===== src/common/uosf_pkg.sv =====
// package for the otg status flag and capability register block
// assumes an apb slave with 32-bit data and word aligned registers
package uosf_pkg;
  // register byte addresses (12-bit window)
  localparam logic [11:0] ADDR_CTRL   = 12'h0800;
  localparam logic [11:0] ADDR_STAT   = 12'h0804;
  localparam logic [11:0] ADDR_CLR    = 12'h0808;
  localparam logic [11:0] ADDR_SET    = 12'h080c;
  localparam logic [11:0] ADDR_VERS   = 12'h0818;
  localparam logic [11:0] ADDR_FEAT   = 12'h081c;
  // status flag positions
  localparam int ID_EDGE_BIT   = 0;
  localparam int VBUS_EDGE_BIT = 1;
  localparam int VBUS_REQ_BIT  = 9;
  localparam int ID_LEVEL_BIT  = 10;
  localparam int VBUS_LVL_BIT  = 11;
  // control register positions
  localparam int FREEZE_BIT    = 14;
  // writable status flags: bits 7..0 and the vbus request
  localparam logic [31:0] FLAG_MASK  = 32'h0000_02ff;
  localparam logic [31:0] CTRL_MASK  = 32'h0000_40ff;
  localparam logic [31:0] STAT_RESET = 32'h0000_0000;
  localparam logic [31:0] CTRL_RESET = 32'h0000_0000;
  // feature word field positions, and the variant field of the version word
  localparam int HB_ISO_LSB    = 17;
  localparam int PHY_WIDTH_BIT = 16;
  localparam int LANE_WR_BIT   = 15;
  localparam int RAM_SIZE_LSB  = 12;
  localparam int QDEPTH_LSB    = 8;
  localparam int XLEN_BIT      = 7;
  localparam int CHAN_LSB      = 4;
  localparam int EPNUM_LSB     = 0;
  localparam int VARIANT_LSB   = 16;
endpackage


===== src/design/uosf_regs.sv =====
// otg general status flags, their clear and set strobes, and the
// read-only version and capability words, all behind an apb slave.
// assumes vbus and id come straight from pads (asynchronous) and that
// pclk keeps running while the controller clock is frozen.
//
// Our own choice: the APB slave port.
`timescale 1ns/1ps
module uosf_regs #(
  parameter logic [11:0] VERSION       = 12'h001, // arbitrary value
  parameter logic [3:0]  VARIANT       = 4'h0,    // arbitrary value
  parameter logic [6:0]  HB_ISO_EP     = 7'h00,
  parameter logic        PHY_WIDE      = 1'b0,
  parameter logic        LANE_NATIVE   = 1'b0,
  parameter logic [2:0]  RAM_SIZE_CODE = 3'h0,
  parameter logic [3:0]  QUEUE_DEPTH   = 4'h0,
  parameter logic        XLEN_WIDE     = 1'b0,
  parameter logic [2:0]  CHAN_COUNT    = 3'h1,
  parameter logic [3:0]  EP_COUNT      = 4'h0
) (
  // clock, reset, enable
  input  wire logic        pclk,
  input  wire logic        presetn,
  input  wire logic        clk_en,
  // apb slave
  input  wire logic        psel,
  input  wire logic        penable,
  input  wire logic        pwrite,
  input  wire logic [11:0] paddr,
  input  wire logic [31:0] pwdata,
  output logic [31:0]      prdata,
  output logic             pready,
  output logic             pslverr,
  // pads
  input  wire logic        vbus_sense_pad,
  input  wire logic        id_sense_pin,
  // outputs
  output logic             vbus_power_request,
  output logic             clock_freeze,
  output logic             usb_irq
);

  // register map, all word aligned in a 12-bit window:
  //   control  - interrupt enables in 7..0, clock freeze in 14
  //   status   - sticky flags in 7..0, power request in 9, and the
  //              live id and vbus levels in 10 and 11
  //   clear    - write one to clear a flag, reads as zero
  //   set      - write one to set a flag, reads as zero
  //   version  - fixed version and variant
  //   features - fixed capability word
  //
  // bus timing: read data is loaded in the setup cycle and shown in
  // the access cycle, which completes at once while clk_en is high.
  // a write takes effect at the edge that closes the access cycle.
  // unmapped places answer with an error, read zero and drop writes.
  //
  // hazards: the pads know nothing of pclk, so each one passes two
  // flip-flops before the edge compare reads it; an edge and a clear
  // in the same cycle keep the flag set, so no transition is lost.
  // the freeze only locks writes here; pclk keeps running so edges
  // are still caught, which is the point of the sticky flags.
  // limitation: clk_en low stalls the bus and freezes every flag,
  // so a pad pulse shorter than the stall can go unseen.
  //
  // two-stage synchronisers and previous samples for the two pads
  logic [1:0] vbus_sync_q;  // [0] first stage, [1] second
  logic [1:0] id_sync_q;
  logic       vbus_prev_q;  // previous synchronised vbus level
  logic       id_prev_q;
  logic       edges_armed_q; // blocks a false edge just after reset
  logic [1:0] arm_pipe_q;    // counts the synchroniser fill after reset
  // register state
  logic [31:0] flags_q;     // general status flags
  logic [31:0] ctrl_q;      // enables and freeze
  logic [31:0] prdata_q;
  logic [31:0] flags_d;

  // apb decode, one cycle answer with no wait states while clk_en is high
  wire apb_acc  = psel & penable;
  wire wr_acc   = apb_acc & pwrite & clk_en;
  wire rd_acc   = apb_acc & ~pwrite;
  wire hit_ctrl = (paddr == uosf_pkg::ADDR_CTRL);
  wire hit_stat = (paddr == uosf_pkg::ADDR_STAT);
  wire hit_clr  = (paddr == uosf_pkg::ADDR_CLR);
  wire hit_set  = (paddr == uosf_pkg::ADDR_SET);
  wire hit_vers = (paddr == uosf_pkg::ADDR_VERS);
  wire hit_feat = (paddr == uosf_pkg::ADDR_FEAT);
  wire hit_any  = hit_ctrl | hit_stat | hit_clr | hit_set
                | hit_vers | hit_feat;
  wire frozen   = ctrl_q[uosf_pkg::FREEZE_BIT];

  // freeze write lock
  // while frozen only the control word accepts writes, so the
  // freeze can always be lifted again
  wire wr_ok    = wr_acc & (~frozen | hit_ctrl);
  wire [31:0] clr_vec = (wr_ok & hit_clr) ?
                        (pwdata & uosf_pkg::FLAG_MASK) : 32'h0000_0000;
  wire [31:0] set_vec = (wr_ok & hit_set) ?
                        (pwdata & uosf_pkg::FLAG_MASK) : 32'h0000_0000;

  // synchronised edge compare
  // only the second stage feeds the comparison
  wire vbus_edge = edges_armed_q & (vbus_sync_q[1] ^ vbus_prev_q);
  wire id_edge   = edges_armed_q & (id_sync_q[1] ^ id_prev_q);

  wire [31:0] vers_word =
      (32'(VARIANT) << uosf_pkg::VARIANT_LSB) | 32'(VERSION);
  // iso bits phy width lane write
  // ram size queue depth length channels
  wire [31:0] feat_word =
      (32'(HB_ISO_EP)     << uosf_pkg::HB_ISO_LSB)
    | (32'(PHY_WIDE)      << uosf_pkg::PHY_WIDTH_BIT)
    | (32'(LANE_NATIVE)   << uosf_pkg::LANE_WR_BIT)
    | (32'(RAM_SIZE_CODE) << uosf_pkg::RAM_SIZE_LSB)
    | (32'(QUEUE_DEPTH)   << uosf_pkg::QDEPTH_LSB)
    | (32'(XLEN_WIDE)     << uosf_pkg::XLEN_BIT)
    | (32'(CHAN_COUNT)    << uosf_pkg::CHAN_LSB)
    | (32'(EP_COUNT)      << uosf_pkg::EPNUM_LSB);

  // live pad levels shown beside the sticky flags
  wire [31:0] stat_word = flags_q
    | (32'(vbus_sync_q[1]) << uosf_pkg::VBUS_LVL_BIT)
    | (32'(id_sync_q[1])   << uosf_pkg::ID_LEVEL_BIT);

  wire [31:0] rd_mux =
      hit_ctrl ? ctrl_q    :
      hit_stat ? stat_word :
      hit_vers ? vers_word :
      hit_feat ? feat_word : 32'h0000_0000;

  // next flags: clear first, then set and edges win over clear
  always_comb begin
    flags_d = flags_q;
    flags_d = flags_d & ~clr_vec;
    flags_d = flags_d | set_vec;
    if (vbus_edge) begin
      flags_d[uosf_pkg::VBUS_EDGE_BIT] = 1'b1;
    end
    if (id_edge) begin
      flags_d[uosf_pkg::ID_EDGE_BIT] = 1'b1;
    end
  end

  // pad synchronisers; these run on pclk, never on the frozen clock
  // edges despite freeze
  always_ff @(posedge pclk or negedge presetn) begin
    if (!presetn) begin
      vbus_sync_q   <= 2'b00;
      id_sync_q     <= 2'b00;
      vbus_prev_q   <= 1'b0;
      id_prev_q     <= 1'b0;
      edges_armed_q <= 1'b0;
      arm_pipe_q    <= 2'b00;
    end else if (clk_en) begin
      vbus_sync_q   <= {vbus_sync_q[0], vbus_sense_pad};
      id_sync_q     <= {id_sync_q[0], id_sense_pin};
      vbus_prev_q   <= vbus_sync_q[1];
      id_prev_q     <= id_sync_q[1];
      // arm only once the previous sample holds a real pad level:
      // two edges fill the synchronisers, the third loads prev
      arm_pipe_q    <= {arm_pipe_q[0], 1'b1};
      edges_armed_q <= arm_pipe_q[1];
    end
  end

  // status flags; edge updates are not gated by the freeze, strobe writes are
  always_ff @(posedge pclk or negedge presetn) begin
    if (!presetn) begin
      flags_q <= uosf_pkg::STAT_RESET;
    end else if (clk_en) begin
      flags_q <= flags_d;
    end
  end

  // control word: enables in bits 7..0, freeze in bit 14
  always_ff @(posedge pclk or negedge presetn) begin
    if (!presetn) begin
      ctrl_q <= uosf_pkg::CTRL_RESET;
    end else if (wr_ok & hit_ctrl) begin
      ctrl_q <= pwdata & uosf_pkg::CTRL_MASK;
    end
  end

  // read data captured in the setup phase
  always_ff @(posedge pclk or negedge presetn) begin
    if (!presetn) begin
      prdata_q <= 32'h0000_0000;
    end else if (clk_en & psel & ~penable & ~pwrite) begin
      prdata_q <= rd_mux;
    end
  end

  // apb answer: setup cycle captures data, access completes at once
  // unless the clock enable is low, which stalls the access
  assign pready  = clk_en;
  assign pslverr = apb_acc & ~hit_any;
  assign prdata  = rd_acc ? prdata_q : 32'h0000_0000;

  // enable gates interrupt
  // one level irq for every unmasked flag, edges included
  assign usb_irq = |(flags_q[7:0] & ctrl_q[7:0]);
  assign vbus_power_request = flags_q[uosf_pkg::VBUS_REQ_BIT];
  assign clock_freeze       = frozen;

  // checks
  // the properties below watch only what this block drives; each is
  // clocked on pclk and switched off while reset is held, since the
  // flags and the control word are forced to zero then.
  // the phy width, ram size, queue depth and channel fields are compared with the build parameters directly,
  // not with the assembled word, so a wrong shift shows up.
  // a synchronised vbus change must set the flag one cycle later
  vbus_edge_a: assert property (@(posedge pclk) disable iff (!presetn)
    (clk_en & edges_armed_q & (vbus_sync_q[1] != vbus_prev_q))
      |=> flags_q[uosf_pkg::VBUS_EDGE_BIT])
    else $error("vbus edge not flagged");
  id_edge_a: assert property (@(posedge pclk) disable iff (!presetn)
    (clk_en & id_edge) |=> flags_q[uosf_pkg::ID_EDGE_BIT])
    else $error("id edge not flagged");
  freeze_edge_a: assert property (@(posedge pclk) disable iff (!presetn)
    (clk_en & frozen & vbus_edge) |=> flags_q[uosf_pkg::VBUS_EDGE_BIT])
    else $error("edge lost during freeze");
  clear_flag_a: assert property (@(posedge pclk) disable iff (!presetn)
    (clr_vec[uosf_pkg::ID_EDGE_BIT] & ~id_edge & ~set_vec[0])
      |=> !flags_q[uosf_pkg::ID_EDGE_BIT])
    else $error("clear strobe ignored");
  set_flag_a: assert property (@(posedge pclk) disable iff (!presetn)
    (set_vec[uosf_pkg::VBUS_REQ_BIT]) |=> vbus_power_request)
    else $error("set strobe ignored");
  strobe_zero_a: assert property (@(posedge pclk) disable iff (!presetn)
    (rd_acc & (hit_clr | hit_set) & pready) |-> prdata == 32'h0000_0000)
    else $error("strobe location read nonzero");
  irq_gate_a: assert property (@(posedge pclk) disable iff (!presetn)
    usb_irq == |(flags_q[7:0] & ctrl_q[7:0]))
    else $error("irq mismatch");
  freeze_lock_a: assert property (@(posedge pclk) disable iff (!presetn)
    (frozen & wr_acc & hit_set & ~vbus_edge & ~id_edge)
      |=> flags_q == $past(flags_q))
    else $error("write took effect while frozen");
  feat_fixed_a: assert property (@(posedge pclk) disable iff (!presetn)
    (rd_acc & hit_feat & pready) |-> prdata == feat_word)
    else $error("feature word wrong");

  vbus_sticky_a: assert property (@(posedge pclk) disable iff (!presetn)
    (flags_q[uosf_pkg::VBUS_EDGE_BIT] & ~clr_vec[uosf_pkg::VBUS_EDGE_BIT])
      |=> flags_q[uosf_pkg::VBUS_EDGE_BIT])
    else $error("vbus flag dropped");

  id_sticky_a: assert property (@(posedge pclk) disable iff (!presetn)
    (flags_q[uosf_pkg::ID_EDGE_BIT] & ~clr_vec[uosf_pkg::ID_EDGE_BIT])
      |=> flags_q[uosf_pkg::ID_EDGE_BIT])
    else $error("id flag dropped");

  // no vbus flag without a cause
  vbus_quiet_a: assert property (@(posedge pclk) disable iff (!presetn)
    (~flags_q[uosf_pkg::VBUS_EDGE_BIT] & ~vbus_edge
      & ~set_vec[uosf_pkg::VBUS_EDGE_BIT])
      |=> !flags_q[uosf_pkg::VBUS_EDGE_BIT])
    else $error("vbus flag set without edge");

  // no id flag without a cause
  id_quiet_a: assert property (@(posedge pclk) disable iff (!presetn)
    (~flags_q[uosf_pkg::ID_EDGE_BIT] & ~id_edge
      & ~set_vec[uosf_pkg::ID_EDGE_BIT])
      |=> !flags_q[uosf_pkg::ID_EDGE_BIT])
    else $error("id flag set without edge");

  vbus_clear_a: assert property (@(posedge pclk) disable iff (!presetn)
    (clr_vec[uosf_pkg::VBUS_EDGE_BIT] & ~vbus_edge
      & ~set_vec[uosf_pkg::VBUS_EDGE_BIT])
      |=> !flags_q[uosf_pkg::VBUS_EDGE_BIT])
    else $error("vbus clear ignored");

  clear_keep_a: assert property (@(posedge pclk) disable iff (!presetn)
    (wr_ok & hit_clr & ~pwdata[uosf_pkg::ID_EDGE_BIT]
      & flags_q[uosf_pkg::ID_EDGE_BIT])
      |=> flags_q[uosf_pkg::ID_EDGE_BIT])
    else $error("clear hit a zero bit");

  id_set_a: assert property (@(posedge pclk) disable iff (!presetn)
    set_vec[uosf_pkg::ID_EDGE_BIT] |=> flags_q[uosf_pkg::ID_EDGE_BIT])
    else $error("set strobe ignored on flag");

  req_clear_a: assert property (@(posedge pclk) disable iff (!presetn)
    (clr_vec[uosf_pkg::VBUS_REQ_BIT] & ~set_vec[uosf_pkg::VBUS_REQ_BIT])
      |=> !vbus_power_request)
    else $error("power request not cleared");

  vbus_irq_a: assert property (@(posedge pclk) disable iff (!presetn)
    (flags_q[uosf_pkg::VBUS_EDGE_BIT] & ctrl_q[uosf_pkg::VBUS_EDGE_BIT])
      |-> usb_irq)
    else $error("vbus irq missing");

  id_irq_a: assert property (@(posedge pclk) disable iff (!presetn)
    (flags_q[uosf_pkg::ID_EDGE_BIT] & ctrl_q[uosf_pkg::ID_EDGE_BIT])
      |-> usb_irq)
    else $error("id irq missing");

  irq_masked_a: assert property (@(posedge pclk) disable iff (!presetn)
    ((flags_q[7:0] & ctrl_q[7:0]) == 8'h00) |-> !usb_irq)
    else $error("irq from masked flag");

  unfreeze_a: assert property (@(posedge pclk) disable iff (!presetn)
    (frozen & wr_acc & hit_ctrl)
      |=> ctrl_q == ($past(pwdata) & uosf_pkg::CTRL_MASK))
    else $error("freeze could not be lifted");

  vers_fixed_a: assert property (@(posedge pclk) disable iff (!presetn)
    (rd_acc & hit_vers & pready)
      |-> prdata[11:0] == VERSION)
    else $error("version wrong");

  phy_bit_a: assert property (@(posedge pclk) disable iff (!presetn)
    (rd_acc & hit_feat & pready)
      |-> prdata[uosf_pkg::PHY_WIDTH_BIT] == PHY_WIDE)
    else $error("phy width bit wrong");

  ram_code_a: assert property (@(posedge pclk) disable iff (!presetn)
    (rd_acc & hit_feat & pready)
      |-> prdata[uosf_pkg::RAM_SIZE_LSB +: 3] == RAM_SIZE_CODE)
    else $error("ram size code wrong");

  qdepth_a: assert property (@(posedge pclk) disable iff (!presetn)
    (rd_acc & hit_feat & pready)
      |-> prdata[uosf_pkg::QDEPTH_LSB +: 4] == QUEUE_DEPTH)
    else $error("queue depth wrong");

  chan_count_a: assert property (@(posedge pclk) disable iff (!presetn)
    (rd_acc & hit_feat & pready)
      |-> prdata[uosf_pkg::CHAN_LSB +: 3] == CHAN_COUNT)
    else $error("channel count wrong");

endmodule


===== config.mk =====
export PLATFORM = sky130hd
export DESIGN_NAME = uosf_regs
export DESIGN_NICKNAME = d
export VERILOG_FILES = /design/src/common/uosf_pkg.sv /design/src/design/uosf_regs.sv
export SDC_FILE = /design/constraint.sdc
export NUM_CORES = 1
export LEC_CHECK = 0
export BUFFER_PORTS_ARGS = -buffer_cell sky130_fd_sc_hd__buf_2
export CAP_MARGIN = 25
export CORE_UTILIZATION = 48
export DETAILED_ROUTE_END_ITERATION = 12
export PLACE_DENSITY = 0.78
export SLEW_MARGIN = 20
export SYNTH_ARGS = -nofsm -noshare
export SYNTH_HDL_FRONTEND = slang
export SYNTH_SLANG_ARGS = --single-unit
export TNS_END_PERCENT = 20

===== constraint.sdc =====
create_clock -name pclk -period 2.5 [get_ports pclk]
set_input_delay 0.625 -clock pclk [delete_from_list [all_inputs] [get_ports pclk]]
set_output_delay 0.625 -clock pclk [all_outputs]
set_load 0.02 [all_outputs]

# --- Word-level counts from Yosys, hierarchy flattened ---
# Cells that the tools add are included.
totals:
  out_inout_bits: 37
  register_bits: 82
  wordCells: 57
  in_bits: 52
classes:
  mux: 9
  n_reduce_logical: 1
  n_eq_ne: 6
  bitwise: 32
ops:
  columns: ["cell", "n"]
  rows:
  - ["32-bit 2-to-1 mux", 3]
  - ["12-bit equality test (second input constant)", 6]
  - ["32-bit AND", 1]
  - ["10-bit inverter with 32-bit output", 1]
  - ["32-bit by 10-bit OR with 32-bit output", 1]
  - ["32-bit by 11-bit OR with 32-bit output", 1]
  - ["32-bit by 12-bit OR with 32-bit output", 1]
  - ["10-bit 2-to-1 mux", 2]
  - ["1-bit AND", 14]
  - ["5-bit 2-to-1 mux", 2]
  - ["8-bit AND", 1]
  - ["8-bit OR reduction", 1]
  - ["1-bit OR", 6]
  - ["1-bit inverter", 4]
  - ["1-bit 2-to-1 mux", 2]
  - ["1-bit XOR", 2]

# --- Depth between registers and ports, before layout ---
depth:
  depth_word: 10
  ltp_mapped: 6
  depth_no_buf: 4

# --- Worst setup path before layout ---
# Ideal clock, no wire load.
synth_timing:
  kind: "input to register"
  start: "in paddr[7]"
  end: "reg ctrl_q[0]"
  slack_ns: 0.414
  t_arrival_ns: 1.961
  cell_stages: 4
  setup_ns: 0.125
  path_buffers: 0
  t_required_ns: 2.375
  path_cell_list: "nor4_4 > nand3_2 > nor4b_4 > mux2_2"
synth_via:
  elab_chain_cells: 4
synth_lines:
  columns: ["item", "line", "text"]
  rows:
  - ["start: declaration", "uosf_regs.sv:28", "input wire logic [11:0] paddr,"]
  - ["12-bit equality test *", "uosf_regs.sv:81", "wire hit_ctrl = (paddr == uosf_pkg::ADDR_CTRL);"]
  - ["1-bit OR", "uosf_regs.sv:94", "wire wr_ok = wr_acc & (~frozen | hit_ctrl);"]
  - ["1-bit AND", "uosf_regs.sv:94", null]
  - ["1-bit AND *", "uosf_regs.sv:178", "end else if (wr_ok & hit_ctrl) begin"]
  - ["end signal: assignment", "uosf_regs.sv:177", "ctrl_q <= uosf_pkg::CTRL_RESET;"]
  - ["end signal: assignment", "uosf_regs.sv:179", "ctrl_q <= pwdata & uosf_pkg::CTRL_MASK;"]
  - ["end: declaration", "uosf_regs.sv:73", "logic [31:0] ctrl_q;"]
# Mark *: on every way between the ends. The rest lies on a longest branch, timed or not.
# A chain may end at the register's enable or synchronous reset.

# --- Worst setup path in the final report ---
layout_timing:
  start: "in paddr[7]"
  end: "out pslverr"
layout_via:
  elab_chain_cells: 8
  elab_cells_between_ends: 13
  cone_classes: "eq/ne (6); bitwise (7)"
layout_lines:
  columns: ["item", "line", "text"]
  rows:
  - ["12-bit equality test (on tied branches)", "uosf_regs.sv:81, uosf_regs.sv:82", null]
  - ["1-bit OR (3 in a row)", "uosf_regs.sv:87", "wire hit_any = hit_ctrl | hit_stat | hit_clr | hit_set"]
  - ["1-bit OR", "uosf_regs.sv:88", "| hit_vers | hit_feat;"]
  - ["1-bit OR *", "uosf_regs.sv:88", null]
  - ["1-bit inverter *", "uosf_regs.sv:195", "assign pslverr = apb_acc & ~hit_any;"]
  - ["1-bit AND *", "uosf_regs.sv:195", null]
  - ["end: declaration", "uosf_regs.sv:32", "output logic pslverr,"]
# Marks and branches as above.

==> results.yml <==
die:
  start_util_pct: 50.5
  die-height_um: 67.3
  fp.dieArea_mm2: 0.00454
  num_io_pins: 89
  rows: 23
  core_region_area_mm2: 0.00406
  die_w_um: 67.3
power_and_ir_drop:
  switchingPower_uw: 302
  vdd_drop_max_v: 0.000327
  internal_power_uw: 889
  power_density_mw_per_mm2: 509
  p_leak_nw: 1.20
  pwr-share-clk_pct: 33.7
  switching_share_pct: 25.3
  combPwrFrac_pct: 11.2
  power_frac_seq_pct: 55.2
status:
  status: "finished, final reports clean"
global_routing:
  grt_use_total_pct: 20.6
  antenna_found_initial: 0
  grt_max_degree: 40
  grt_pass1_vias: 1368
  overflow: 0
  grt_first_pass_wirelength_mm: 6.61
detailed_routing:
  wl_per_cell_um: 15.0
  vias: 1481
  ant_nets: 0
  firstDrtPassIters: 6
  viasPerCell: 5.37
  drc: 0
  first_iter_violations: 54
  wl_mm: 4.13
clock_tree:
  clockRootBuffer: "clkbuf_8"
  cts_resized: 0
  path_clk_slew_ns: 0.07
  cts_tree: "yes"
  cts_setup_buffers: 0
  clock_latency_ns: 0.29
  holdBufCountCts: 0
  cts_sinks: 39
  cts_buffer_depth: 2
  cts_buffers: 5
  htree_levels: 2
synthesis:
  ys_top_cells_by_area: "dfrtp_1 (48%), mux2_2 (13%), buf_4 (7.7%), a22o_1 (4.3%), and2_1 (3.7%)"
  synth.most_common_cell: "dfrtp_1"
  async_reset_ff_share_pct: 100
  syn_area_mm2: 0.00205
  synth_common_cells: "dfrtp_1 (39), mux2_2 (24), buf_4 (21)"
  ys.flop_type: "dfrtp_1"
  synth.avg_cell_area_um2: 11.6
  synth-edff-count: 0
  yosysWarnings: 0
  netlist_instances: 177
  synth-seq-cells: 39
  yosysTopAreaCell: "dfrtp_1"
  netlist.area_leader.share_pct: 47.6
  ys_types: 35
  seq_area_frac_synth_pct: 47.6
sta:
  hold_viol_final: 0
  setup_violations: 0
  slew_headroom_pct: 43.8
  skew_ns: 0.00433
  fin_crit_ns: 2.28
  final.setup.tns_ns: 0
  timing.fmax_ghz: 0.439
  period_share_pct: 91.0
  rsz0062_at_grt: "no"
  worst_slew_pin_slew_ns: 0.842
  final-max-slew-violation-count: 0
placement:
  placed_cells: 268
  gp_congestion: 0.742
  portBuffers: 46
  hpwl_mm: 2.93
setup_path:
  crit_path_start_kind: "input pin"
  crit_required_ns: 1.88
  arrival_ns: 1.65
  cp_max_fo: 5
  crit_type: "input pin to primary output"
  endpoint_kind: "primary output"
layout:
  finalNonFillerCells: 276
  n_antenna_cell: 0
  area_growth_pct: 14.3
  final_layout_size_suffix_gt1_share_pct: 38.9
  finalNetCount: 277
job:
  drv_cap: 0
hold_path:
  holdCritPathClass: "input pin to async pin"
registers in the layout, summed over array words and instances (netlist names):
name,count
edges_armed_q,1
id_sync_q,2
vbus_sync_q,2
id_prev_q,1
ctrl_q,9
prdata_q,12
vbus_prev_q,1
flags_q,9
arm_pipe_q,2
through the flow:
step           util (%)  total power, mW  worst slack, ns  hold WS [ns]  cell area (µm²)
2_1_floorplan         -            0.769            0.414         0.329             2120
5_1_grt            57.7             1.24            0.125         0.492             2340
4_1_cts            57.7             1.20            0.218         0.462             2340
6_report           57.7             1.19            0.224         0.426             2340
3_5_place_dp       55.7            0.803            0.213         0.460             2260
3_3_place_gp       55.7            0.799            0.204         0.450             2260
worst max-delay path: stages:
cell	delay, ns
buf_2	0.11
nor4_4	0.37
nand3_1	0.18
a21oi_1	0.15
nor2_1	0.05
buf_2	0.15
routing by layer:
layer | vias up | global-route usage, % | share of wire [%]
met4 | 0 | 9.57 | 1.7
li1 | 689 | - | -
met2 | 52 | 31.5 | 48
met3 | 9 | 6.76 | 6.2
met5 | - | 0 | 0
met1 | 731 | 26.4 | 44
cell usage in the layout, fill, tap and decap left out, drive strengths merged:
master and count:
nor2b 2, and4 3, conb 20, o31ai 1
a311o 2, mux2 24, o21ai 1, mux2i 1
a21oi 2, clkbuf 7, nand4bb 1, nor4bb 3
a21o 6, nor2 7, clkinv 1, or2 1
nand3b 1, nor4b 1, nand3 2, a21boi 2
dfrtp 39, buf 51, and2 12, a22o 10
a211o 1, a31oi 1, nand2 11, xnor2 2
nand4 2, nor4 2, nor3 2, inv 1
a22oi 4
layout make-up:
| type | count | area, µm² |
|---|---|---|
| fillers | 366 | 1720 |
| flip-flops and latches | 39 | 976 |
| multi-input cells | 127 | 951 |
| repair buffers | 51 | 268 |
| clock buffers | 7 | 76.3 |
| well taps | 50 | 62.6 |
| clock inverters | 1 | 5.00 |
| inverters | 1 | 3.75 |
worst paths after layout:
check,from,end,slack [ns],cells after the start
worst max register to register,ctrl_q[14]$_DFFE_PN0P_,flags_q[1]$_DFFE_PN0P_,0.81,4
min in group pclk,prdata_q[4]$_DFFE_PN0P_,prdata_q[4]$_DFFE_PN0P_,0.47,2
worst max-delay path,paddr[7],pslverr,0.22,6
max in group asynchronous,presetn,ctrl_q[0]$_DFFE_PN0P_,1.53,1
worst min-delay path,presetn,prdata_q[6]$_DFFE_PN0P_,0.43,1
worst min register to register,prdata_q[4]$_DFFE_PN0P_,prdata_q[4]$_DFFE_PN0P_,0.47,2
logic make-up after synthesis:
logic type,synth area share [%]
AND/OR/NAND/NOR,16.7
flip-flops,47.6
AO/OA/AOI/OAI,11.5
buffers and inverters,9.46
multiplexers,13.7
XOR/XNOR,0.855
other,0.183
power groups by stage:
stage	combinational [mW]	clock, mW	sequential [mW]
after floorplan	0.103	0	0.666
after global placement	0.131	0	0.668
after detailed placement	0.134	0	0.669
after CTS	0.134	0.414	0.657
after global routing	0.149	0.436	0.658
final	0.133	0.401	0.657
Note: power is estimated with default switching activity, not from simulation.
